<file path="src/rtl/bgf_regs.vh">
`ifndef BGF_REGS_VH
`define BGF_REGS_VH

// operating modes on mode_sel
`define BGF_MODE_FOUR    2'h0
`define BGF_MODE_EIGHT   2'h1
`define BGF_MODE_MON     2'h2

// outgoing and incoming telegram kinds
`define BGF_KIND_WRITE   1'b0
`define BGF_KIND_READ    1'b1

// filter table geometry
`define BGF_TBL_DEPTH    256
`define BGF_IDX_W        8
`define BGF_IDX_LAST     8'hFF
`define BGF_FLT_FOUR     3'h4
`define BGF_ENT_FOUR     7'h40
`define BGF_ENT_EIGHT    7'h20

// table entry layout: {valid, group address}
`define BGF_ENT_VLD      16
`define BGF_ENT_W        17
`define BGF_ENT_RST      17'h00000

// receive and transmit states
`define BGF_RX_IDLE      2'h0
`define BGF_RX_SCAN      2'h1
`define BGF_TX_IDLE      1'b0
`define BGF_TX_WAIT      1'b1

`endif
</file>
<file path="src/rtl/bgf_filter_mem.v">
`timescale 1ns/100ps
module bgf_filter_mem #(
  parameter W     = 17,
  parameter DEPTH = 256,
  parameter AW    = 8
) (
  input  wire          mclk,
  input  wire          wr_en,
  input  wire [AW-1:0] wr_addr,
  input  wire [W-1:0]  wr_data,
  input  wire [AW-1:0] rd_addr,
  output reg  [W-1:0]  rd_data
);

  reg [W-1:0] mem [0:DEPTH-1];

  always @(posedge mclk) begin
    if (wr_en) begin
      mem[wr_addr] <= wr_data;
    end
    rd_data <= mem[rd_addr];
  end

endmodule // bgf_filter_mem

</file>
<file path="src/rtl/bgf_port.v">
// Notes on behaviour
// - mode four: four filters of sixty-four group entries, legacy layout
// - mode eight: eight filters of thirty-two group entries
// - monitor mode: every group telegram goes to host, never acknowledged
// - monitor mode: no telegram is ever transmitted on the bus
// - one host item per telegram; host waits for host_tx_done, success or not, before next
// - outgoing kinds are only group write and group read request
// - filtering modes: only filter hits reach host and get acknowledged
// - never more than eight filters in any mode
// - loaded entries take effect right after initialisation, no enable
// - matching uses group address only, data type ignored
`timescale 1ns/100ps
`include "bgf_regs.vh"
module bgf_port #(
  parameter DW = 8
) (
  input  wire          mclk,
  input  wire          rst,
  input  wire [1:0]    mode_sel,
  input  wire          flt_wr,
  input  wire [2:0]    flt_num,
  input  wire [5:0]    flt_entry,
  input  wire [15:0]   flt_gaddr,
  input  wire          flt_valid,
  output reg           init_done,
  output reg           flt_refused,
  input  wire          host_tx_req,
  input  wire          host_tx_kind,
  input  wire [15:0]   host_tx_gaddr,
  input  wire [DW-1:0] host_tx_data,
  output reg           host_tx_busy,
  output reg           host_tx_done,
  output reg           host_tx_ok,
  output reg           host_tx_refused,
  output reg           host_rx_valid,
  output reg           host_rx_kind,
  output reg  [15:0]   host_rx_gaddr,
  output reg  [DW-1:0] host_rx_data,
  output reg  [2:0]    host_rx_filter,
  output reg           host_rx_drop,
  output reg           link_tx_valid,
  output reg           link_tx_kind,
  output reg  [15:0]   link_tx_gaddr,
  output reg  [DW-1:0] link_tx_data,
  input  wire          link_tx_done,
  input  wire          link_tx_ok,
  input  wire          link_rx_valid,
  input  wire          link_rx_kind,
  input  wire [15:0]   link_rx_gaddr,
  input  wire [DW-1:0] link_rx_data,
  output reg           link_ack
);

  // table slot of a filter entry in the current layout
  function [7:0] bgf_index;
    input [1:0] mode;
    input [2:0] num;
    input [5:0] ent;
    begin
      if (mode == `BGF_MODE_EIGHT) begin
        bgf_index = {num, ent[4:0]};
      end else begin
        bgf_index = {num[1:0], ent};
      end
    end
  endfunction

  // filter number that owns a table slot
  function [2:0] bgf_filter_of;
    input [1:0] mode;
    input [7:0] idx;
    begin
      if (mode == `BGF_MODE_EIGHT) begin
        bgf_filter_of = idx[7:5];
      end else begin
        bgf_filter_of = {1'b0, idx[7:6]};
      end
    end
  endfunction

  // receive states
  localparam [1:0] ST_RX_IDLE = `BGF_RX_IDLE;
  localparam [1:0] ST_RX_SCAN = `BGF_RX_SCAN;

  // transmit states
  localparam [0:0] ST_TX_IDLE = `BGF_TX_IDLE;
  localparam [0:0] ST_TX_WAIT = `BGF_TX_WAIT;

  wire                  mon_mode;
  wire                  flt_ok;
  reg                   mem_we;
  reg  [7:0]            mem_wa;
  reg  [`BGF_ENT_W-1:0] mem_wd;
  wire [`BGF_ENT_W-1:0] mem_rd;

  reg  [8:0]            clr_idx_q;
  reg  [1:0]            rx_st_q;
  reg  [8:0]            sidx_q;
  reg                   pvld_q;
  reg  [7:0]            pidx_q;
  reg                   rx_kind_q;
  reg  [15:0]           rx_gaddr_q;
  reg  [DW-1:0]         rx_data_q;
  reg                   tx_st_q;

  // value 3 on mode_sel keeps the four-filter layout
  assign mon_mode = (mode_sel == `BGF_MODE_MON);

  // only as many filters and entries as the layout holds
  assign flt_ok = (mode_sel == `BGF_MODE_EIGHT) ?
                  ({1'b0, flt_entry} < `BGF_ENT_EIGHT) :
                  (flt_num < `BGF_FLT_FOUR);

  // write port: table clear during init, host loads after
  always @* begin
    mem_we = 1'b0;
    mem_wa = clr_idx_q[7:0];
    mem_wd = `BGF_ENT_RST;
    // the clear owns the write port until it is through
    if (!init_done) begin
      mem_we = 1'b1;
    end else if (flt_wr && !mon_mode && flt_ok) begin
      mem_we = 1'b1;
      mem_wa = bgf_index(mode_sel, flt_num, flt_entry);
      mem_wd = {flt_valid, flt_gaddr};
    end
  end

  bgf_filter_mem #(
    .W     (`BGF_ENT_W),
    .DEPTH (`BGF_TBL_DEPTH),
    .AW    (`BGF_IDX_W)
  ) u_group_address_filter_table (
    .mclk    (mclk),
    .wr_en   (mem_we),
    .wr_addr (mem_wa),
    .wr_data (mem_wd),
    .rd_addr (sidx_q[7:0]),
    .rd_data (mem_rd)
  );

  // table clear after reset, then filtering is live at once
  always @(posedge mclk) begin
    if (rst) begin
      clr_idx_q <= 9'h000;
      init_done <= 1'b0;
    end else if (!init_done) begin
      clr_idx_q <= clr_idx_q + 9'h001;
      if (clr_idx_q[7:0] == `BGF_IDX_LAST) begin
        init_done <= 1'b1;
      end
    end
  end

  // filter writes that are not taken
  always @(posedge mclk) begin
    if (rst) begin
      flt_refused <= 1'b0;
    end else begin
      flt_refused <= flt_wr && (!init_done || mon_mode || !flt_ok);
    end
  end

  // receive path: monitor pass-through or table scan
  always @(posedge mclk) begin
    if (rst) begin
      rx_st_q        <= `BGF_RX_IDLE;
      sidx_q         <= 9'h000;
      pvld_q         <= 1'b0;
      pidx_q         <= 8'h00;
      rx_kind_q      <= `BGF_KIND_WRITE;
      rx_gaddr_q     <= 16'h0000;
      rx_data_q      <= {DW{1'b0}};
      host_rx_valid  <= 1'b0;
      host_rx_kind   <= `BGF_KIND_WRITE;
      host_rx_gaddr  <= 16'h0000;
      host_rx_data   <= {DW{1'b0}};
      host_rx_filter <= 3'h0;
      host_rx_drop   <= 1'b0;
      link_ack       <= 1'b0;
    end else begin
      host_rx_valid <= 1'b0;
      host_rx_drop  <= 1'b0;
      link_ack      <= 1'b0;
      pvld_q        <= 1'b0;
      case (rx_st_q)
        ST_RX_IDLE: begin
          if (link_rx_valid && mon_mode) begin
            host_rx_valid  <= 1'b1;
            host_rx_kind   <= link_rx_kind;
            host_rx_gaddr  <= link_rx_gaddr;
            host_rx_data   <= link_rx_data;
            host_rx_filter <= 3'h0;
          end else if (link_rx_valid && init_done) begin
            rx_kind_q  <= link_rx_kind;
            rx_gaddr_q <= link_rx_gaddr;
            rx_data_q  <= link_rx_data;
            sidx_q     <= 9'h000;
            rx_st_q    <= ST_RX_SCAN;
          end
        end
        ST_RX_SCAN: begin
          if (!sidx_q[8]) begin
            sidx_q <= sidx_q + 9'h001;
            pvld_q <= 1'b1;
            pidx_q <= sidx_q[7:0];
          end
          // outside monitor mode a telegram during a scan is lost; host sees the drop
          if (link_rx_valid && !mon_mode) begin
            host_rx_drop <= 1'b1;
          end
          if (mon_mode) begin
            // scan abandoned; a telegram arriving now still reaches host
            rx_st_q <= ST_RX_IDLE;
            sidx_q  <= 9'h000;
            if (link_rx_valid) begin
              host_rx_valid  <= 1'b1;
              host_rx_kind   <= link_rx_kind;
              host_rx_gaddr  <= link_rx_gaddr;
              host_rx_data   <= link_rx_data;
              host_rx_filter <= 3'h0;
            end
          end else if (pvld_q && mem_rd[`BGF_ENT_VLD] &&
                       mem_rd[15:0] == rx_gaddr_q) begin
            host_rx_valid  <= 1'b1;
            link_ack       <= 1'b1;
            host_rx_kind   <= rx_kind_q;
            host_rx_gaddr  <= rx_gaddr_q;
            host_rx_data   <= rx_data_q;
            host_rx_filter <= bgf_filter_of(mode_sel, pidx_q);
            rx_st_q        <= ST_RX_IDLE;
            sidx_q         <= 9'h000;
          end else if (pvld_q && pidx_q == `BGF_IDX_LAST) begin
            rx_st_q <= ST_RX_IDLE;
            sidx_q  <= 9'h000;
          end
        end
        default: begin
          rx_st_q <= ST_RX_IDLE;
        end
      endcase
    end
  end

  // transmit path: one telegram in flight at a time
  always @(posedge mclk) begin
    if (rst) begin
      tx_st_q         <= `BGF_TX_IDLE;
      host_tx_busy    <= 1'b0;
      host_tx_done    <= 1'b0;
      host_tx_ok      <= 1'b0;
      host_tx_refused <= 1'b0;
      link_tx_valid   <= 1'b0;
      link_tx_kind    <= `BGF_KIND_WRITE;
      link_tx_gaddr   <= 16'h0000;
      link_tx_data    <= {DW{1'b0}};
    end else begin
      host_tx_done    <= 1'b0;
      host_tx_refused <= 1'b0;
      case (tx_st_q)
        ST_TX_IDLE: begin
          if (host_tx_req && (mon_mode || !init_done)) begin
            host_tx_refused <= 1'b1;
            host_tx_done    <= 1'b1;
            host_tx_ok      <= 1'b0;
          end else if (host_tx_req) begin
            link_tx_valid <= 1'b1;
            link_tx_kind  <= host_tx_kind;
            link_tx_gaddr <= host_tx_gaddr;
            link_tx_data  <= host_tx_data;
            host_tx_busy  <= 1'b1;
            host_tx_ok    <= 1'b0;
            tx_st_q       <= ST_TX_WAIT;
          end
        end
        ST_TX_WAIT: begin
          // requests while waiting are not looked at
          if (mon_mode) begin
            link_tx_valid   <= 1'b0;
            host_tx_busy    <= 1'b0;
            host_tx_done    <= 1'b1;
            host_tx_ok      <= 1'b0;
            host_tx_refused <= 1'b1;
            tx_st_q         <= ST_TX_IDLE;
          end else if (link_tx_done) begin
            link_tx_valid <= 1'b0;
            host_tx_busy  <= 1'b0;
            host_tx_done  <= 1'b1;
            host_tx_ok    <= link_tx_ok;
            tx_st_q       <= ST_TX_IDLE;
          end
        end
        default: begin
          tx_st_q <= ST_TX_IDLE;
        end
      endcase
    end
  end

endmodule // bgf_port

</file>
<file path="config.mk">
export PLATFORM = sky130hd
export DESIGN_NAME = bgf_port
export DESIGN_NICKNAME = d
export VERILOG_FILES = /design/src/rtl/bgf_filter_mem.v /design/src/rtl/bgf_port.v
export VERILOG_INCLUDE_DIRS = /design/src /design/src/rtl
export SDC_FILE = /design/constraint.sdc
export NUM_CORES = 2
export LEC_CHECK = 0
export ABC_CLOCK_PERIOD_IN_PS = 7360
export BUFFER_PORTS_ARGS = -buffer_cell sky130_fd_sc_hd__buf_2
export CORE_AREA = 2 2 741 595
export DETAILED_ROUTE_END_ITERATION = 10
export DIE_AREA = 0 0 743 597
export GPL_ROUTABILITY_DRIVEN = 0
export SETUP_SLACK_MARGIN = 0.15
export SLEW_MARGIN = 10
export SYNTH_ARGS = -nofsm -noshare
export SYNTH_HDL_FRONTEND = slang
export SYNTH_MEMORY_MAX_BITS = 65536
export SYNTH_SLANG_ARGS = --single-unit
</file>
<file path="constraint.sdc">
create_clock -name mclk -period 7.36 [get_ports mclk]
set_input_delay 0.368 -clock mclk [delete_from_list [all_inputs] [get_ports mclk]]
set_output_delay 0.368 -clock mclk [all_outputs]
set_load 0.1 [all_outputs]
</file>
# Yosys cells after proc, flatten, opt, wreduce, memory -nomap -nowiden
# Memories as Yosys holds them, arrays and structs flattened. A register that Yosys moved wholly into a read port is not among the register bits.
# Cells that the tools add are included.
op_classes:
  bitwise: 5
  n_eq_ne: 17
  mux: 74
  n_reduce_logical: 28
  n_addsub: 2
  magnitude_cmp: 2
ops:
  columns: ["op", "count"]
  rows:
  - ["2-to-1 mux 16 bit", 4]
  - ["2-to-1 mux 8 bit", 7]
  - ["2-to-1 mux 9 bit", 6]
  - ["2-to-1 mux 17 bit", 2]
  - ["2-to-1 mux 1 bit", 33]
  - ["case mux 16 bit (2 select lines)", 1]
  - ["adder 9 x 1 -> 9 bit (second input constant)", 2]
  - ["case mux 9 bit (2 select lines)", 1]
  - ["equality test 16 bit", 1]
  - ["equality test 8 bit (second input constant)", 2]
  - ["case mux 8 bit (2 select lines)", 1]
  - ["2-to-1 mux 3 bit", 5]
  - ["AND reduction 3 bit", 5]
  - ["case mux 1 bit (2 select lines)", 7]
  - ["inequality test 3 bit (second input constant)", 4]
  - ["logical AND 1 bit", 10]
  - ["2-to-1 mux 2 bit", 5]
  - ["inequality test 2 bit (second input constant)", 5]
  - ["AND reduction 4 bit", 2]
  - ["< comparator 6 bit (second input constant)", 1]
  - ["case mux 3 bit (2 select lines)", 1]
  - ["inequality test 5 bit (second input constant)", 1]
  - ["inverter 1 bit", 5]
  - ["equality test 2 x 1 -> 1 bit (second input constant)", 2]
  - ["other kinds (11)", 15]
totals:
  ram_bits: 4352
  reg_bits: 117
  output_inout_bits: 63
  memories: 1
  inputBits: 85
  word_cells: 155
mem_list:
  columns: ["memory", "words", "word_bits", "rd", "rd_clocked_by_memory_dff", "write_ports", "line", "source"]
  rows:
  - ["u_group_address_filter_table.mem", 256, 17, 1, 1, 1, "bgf_filter_mem.v:15", "reg [W-1:0] mem [0:DEPTH-1];"]

# Logic depth before layout (Yosys ltp)
logic_depth:
  word_depth: 8
  depth_mapped: 12
  depth_no_buf: 7

# Modules after synthesis
# Synthesis repeated with hierarchy kept, for this count alone.
hier_totals:
  hier_cells: 8420
  area_unflattened_um2: 174807.7
by_module_without_submodules:
  columns: ["mod", "instances", "area_each_um2", "cells_each"]
  rows:
  - ["bgf_filter_mem", 1, 169704.0, 7797]
  - ["bgf_port", 1, 5103.6, 623]

# Worst setup path after synthesis
# Ideal clock, no wire load.
synth_timing:
  path_type: "flip-flop to flip-flop"
  startpoint: "register init_done"
  endpoint: "memory u_group_address_filter_table.mem[0][10] (data pin)"
  t_arrival_ps: 5063
  setup_time_ps: 870
  t_required_ps: 6490
  path_buffers: 3
  path_slack_ps: 1427
  period_less_slack_ps: 5933
  path_stages_with_launch: 6
  path_cell_list: "dfxtp_1 > and3_1 > buf_6 > buf_2 > clkbuf_1 > and2_1"
synth_between:
  elab_chain_cells: 1
synth_lines:
  columns: ["item", "line", "source"]
  rows:
  - ["from (decl)", "bgf_port.v:25", "output reg init_done,"]
  - ["from (signal assigned)", "bgf_port.v:146", "init_done <= 1'b0;"]
  - ["from (signal assigned)", "bgf_port.v:150", "init_done <= 1'b1;"]
  - ["2-to-1 mux 17 bit", "bgf_port.v:120", "if (!init_done) begin"]
  - ["named net mem_wd[10]", "bgf_port.v:93", "reg [`BGF_ENT_W-1:0] mem_wd;"]
  - ["to (decl)", "bgf_filter_mem.v:15", null]
# The timed path passes the listed nets, and every way through them passes these cells.

==> flow_metrics.py <==
metrics = {
    "pwr": {
        "p_leak_nw": 69.2,
        "vdd_drop_max_uv": 217,
        "fin_total_pwr_mw": 50.5,
        "cellPowerDensity_nw_per_um2": 256,
    },
    "timing": {
        "setup_tns_ps": 0,
        "finClkSkew_ps": 44.7,
        "setup_viol": 0,
        "slew_headroom": -0.00495,
        "final-hold-violation-count": 0,
        "min_period_ps": 5040,
        "slew_violations": 16,
        "rsz0062_at_grt": "no",
        "worst_pin_slew_ps": 1510,
        "fmax_mhz": 199,
        "period_share": 0.684,
    },
    "detailed_routing": {
        "postRouteAntennaNets": 0,
        "drt_iter0_drc": 14200,
        "wl_per_cell_um": 32.2,
        "firstDrtPassIters": 8,
        "routed_wl_mm": 490,
        "vias": 90500,
        "post-route-drc-count": 0,
        "viasPerCell": 5.95,
    },
    "floorplan": {
        "pin_count": 148,
        "die_w_um": 743,
        "die_h_um": 597,
        "dieArea_um2": 444000,
        "coreArea_um2": 436000,
        "row_count": 217,
        "initial_core_util": 0.399,
    },
    "placement": {
        "numPlacedInstances": 14300,
        "place.detailed.hpwl_mm": 294,
        "io_buffers": 147,
    },
    "logic_synthesis": {
        "synth_cells": 8513,
        "syn_area_um2": 174000,
        "ys.flop_type": "edfxtp_1",
        "ys_ff_latch": 4484,
        "yosysUniqueCellTypes": 85,
        "async_reset_ff_frac": 0,
        "yosysWarnings": 0,
        "syn_area_per_cell_um2": 20.4,
        "seq_area_frac_synth": 0.767,
        "syn-num-nets": 8600,
        "synth_edf_count": 4352,
    },
    "worst_setup_path": {
        "critPathMaxStageDelay_ps": 920,
        "reg2reg_slack_ps": 2320,
        "cp.required_ps": 8250,
        "worstPathCellList": "buf_4 > buf_12 > mux4_2 > mux2i_1 > a211o_1 > a311oi_1 > buf_4 > nor3_1 > o32ai_1",
        "crit_arrival_ps": 5920,
        "worstSetupPathType": "reg -> reg",
        "cp-start-kind": "flip-flop",
        "crit_path_end_kind": "flip-flop",
        "worstPathMaxFanout": 94,
        "cpMostUsedCell": "buf_4",
        "slowest_stage": "dfxtp_4",
    },
    "clocking": {
        "cts.path.max_buffers": 4,
        "h-tree-depth": 5,
        "post_cts_resized": 0,
        "cts-root-buf": "clkbuf_16",
        "clk_pin_slew_worst_paths_ps": 60,
        "clk_latency_ps": 1020,
        "cts_tree": "yes",
        "cts_sinks": 4484,
        "cts_buffers": 422,
    },
    "outcome": {
        "violations": "max-slew violations",
        "run_status": "finished with violations",
    },
    "global_routing": {
        "grt_start_max_net_pins": 165,
        "antenna_found_initial": 34,
        "grt_pass1_vias": 86900,
        "grt_pass1_wl_mm": 679,
        "grt_usage": 0.215,
        "gr-total-overflow": 0,
    },
    "finish": {
        "fillers": 36000,
        "instances_no_fill": 15200,
        "syn_to_final_growth_pct": 13.7,
        "nNetsFinal": 9123,
        "drive_gt1_frac": 0.241,
        "layout_commonest_cell": "edfxtp_1",
        "layout_common_cells": "edfxtp_1 (4352), mux4_2 (800), mux2i_1 (546), clkbuf_16 (427), nor2_1 (322)",
    },
    "run": {
        "maxCapViolations": 0,
    },
    "min_path": {
        "hold_class": "in -> reg",
    },
}
## cell usage after synthesis (102+ instances only)
library cell	n	area (µm²)
mux2_2	111	1250
edfxtp_1	4352	131000
dfxtp_1	132	2640
nand2_1	244	916
nor2_1	422	1580
a22oi_1	197	1480
buf_2	168	841
mux2i_1	546	5470
a21oi_1	139	696
clkbuf_1	179	672
mux4_2	800	18000
a221oi_1	102	893
## worst max-delay path: cells and delay by family, from the launching register on
kind | cells | cell delay (ps)
buffers and inverters | 3 | 1370
AND/OR/NAND/NOR | 1 | 100
AO/OA/AOI/OAI | 3 | 1660
flip-flops | 1 | 920
multiplexers | 2 | 540
## final timing paths
check | from | endpoint | cells past startpoint
worst max register to register | sidx_q[1] | u_group_address_filter_table.rd_data[4] | 9
worst min-delay path | flt_gaddr[9] | u_group_address_filter_table.mem[165][9] | 2
worst max-delay path | sidx_q[1] | u_group_address_filter_table.rd_data[4] | 9
worst min register to register | rx_data_q[1] | rx_data_q[1] | 2
## timing repair
item                      CTS  global route
hold buffers              126             0
buffers inserted            0             0
hold endpoints to repair  273             0
## state kept, by name (all words and copies together) (netlist names), 3 cells and up
| signal | count |
|---|---|
| rx_gaddr_q | 16 |
| host_rx_filter | 3 |
| host_rx_gaddr | 16 |
| sidx_q | 9 |
| u_group_address_filter_table.mem | 4352 |
| u_group_address_filter_table.rd_data | 17 |
| clr_idx_q | 8 |
| rx_data_q | 8 |
| link_tx_gaddr | 16 |
| link_tx_data | 8 |
| pidx_q | 8 |
| host_rx_data | 8 |
## power breakdown
part / internal (mW) / switching, mW
clock: 12.8 / 9.61
combinational: 0.114 / 0.288
sequential: 27.6 / 0.0496
total: 40.6 / 9.95
## logic make-up (layout without fill, tap and decap cells)
kind of cell / count (synthesis) / count (layout) / synth area share
other: 0 / 13 / 0
buffers and inverters: 540 / 1425 / 0.0200
DFF: 4484 / 4484 / 0.767
adders and majority gates: 2 / 2 / 0.000144
and+or+nand+nor: 956 / 956 / 0.0245
muxes: 1464 / 1464 / 0.143
AOI/OAI and AO/OA: 1043 / 1043 / 0.0439
xor gates and xnor gates: 24 / 24 / 0.00121
## metrics by stage
step | utilization | area, µm² | setup slack [ps] | hold slack [ps]
after CTS | 0.454 | 198000 | 2500 | 21.1
final | 0.454 | 198000 | 2320 | 69.9
after floorplan | - | 174000 | 1430 | 436
after detailed placement | 0.418 | 182000 | 2410 | 448
after global routing | 0.454 | 198000 | 2290 | 53.5
after global placement | 0.418 | 182000 | 2420 | 439
## area by class of cell
| type | count | area (µm²) | share of cell area |
|---|---|---|---|
| multi-input combinational | 3489 | 37600 | 0.190 |
| antenna | 13 | 32.5 | 0.000165 |
| tap | 5803 | 7260 | 0.0367 |
| clock inverter | 272 | 3050 | 0.0154 |
| sequential | 4484 | 133000 | 0.675 |
| clock buffer | 514 | 11200 | 0.0564 |
| timing repair buffer | 630 | 5230 | 0.0265 |
| inverter | 9 | 41.3 | 0.000209 |
## layer usage
| layer | GRT usage | routed length [µm] | up-vias |
|---|---|---|---|
| met1 | 0.323 | 207000 | 48200 |
| met3 | 0.0495 | 53800 | 664 |
| met5 | 0 | 53 | - |
| met4 | 0.0559 | 13300 | 8 |
| met2 | 0.317 | 216000 | 5153 |
| li1 | - | - | 36500 |
Note: power is estimated with default switching activity, not from simulation.
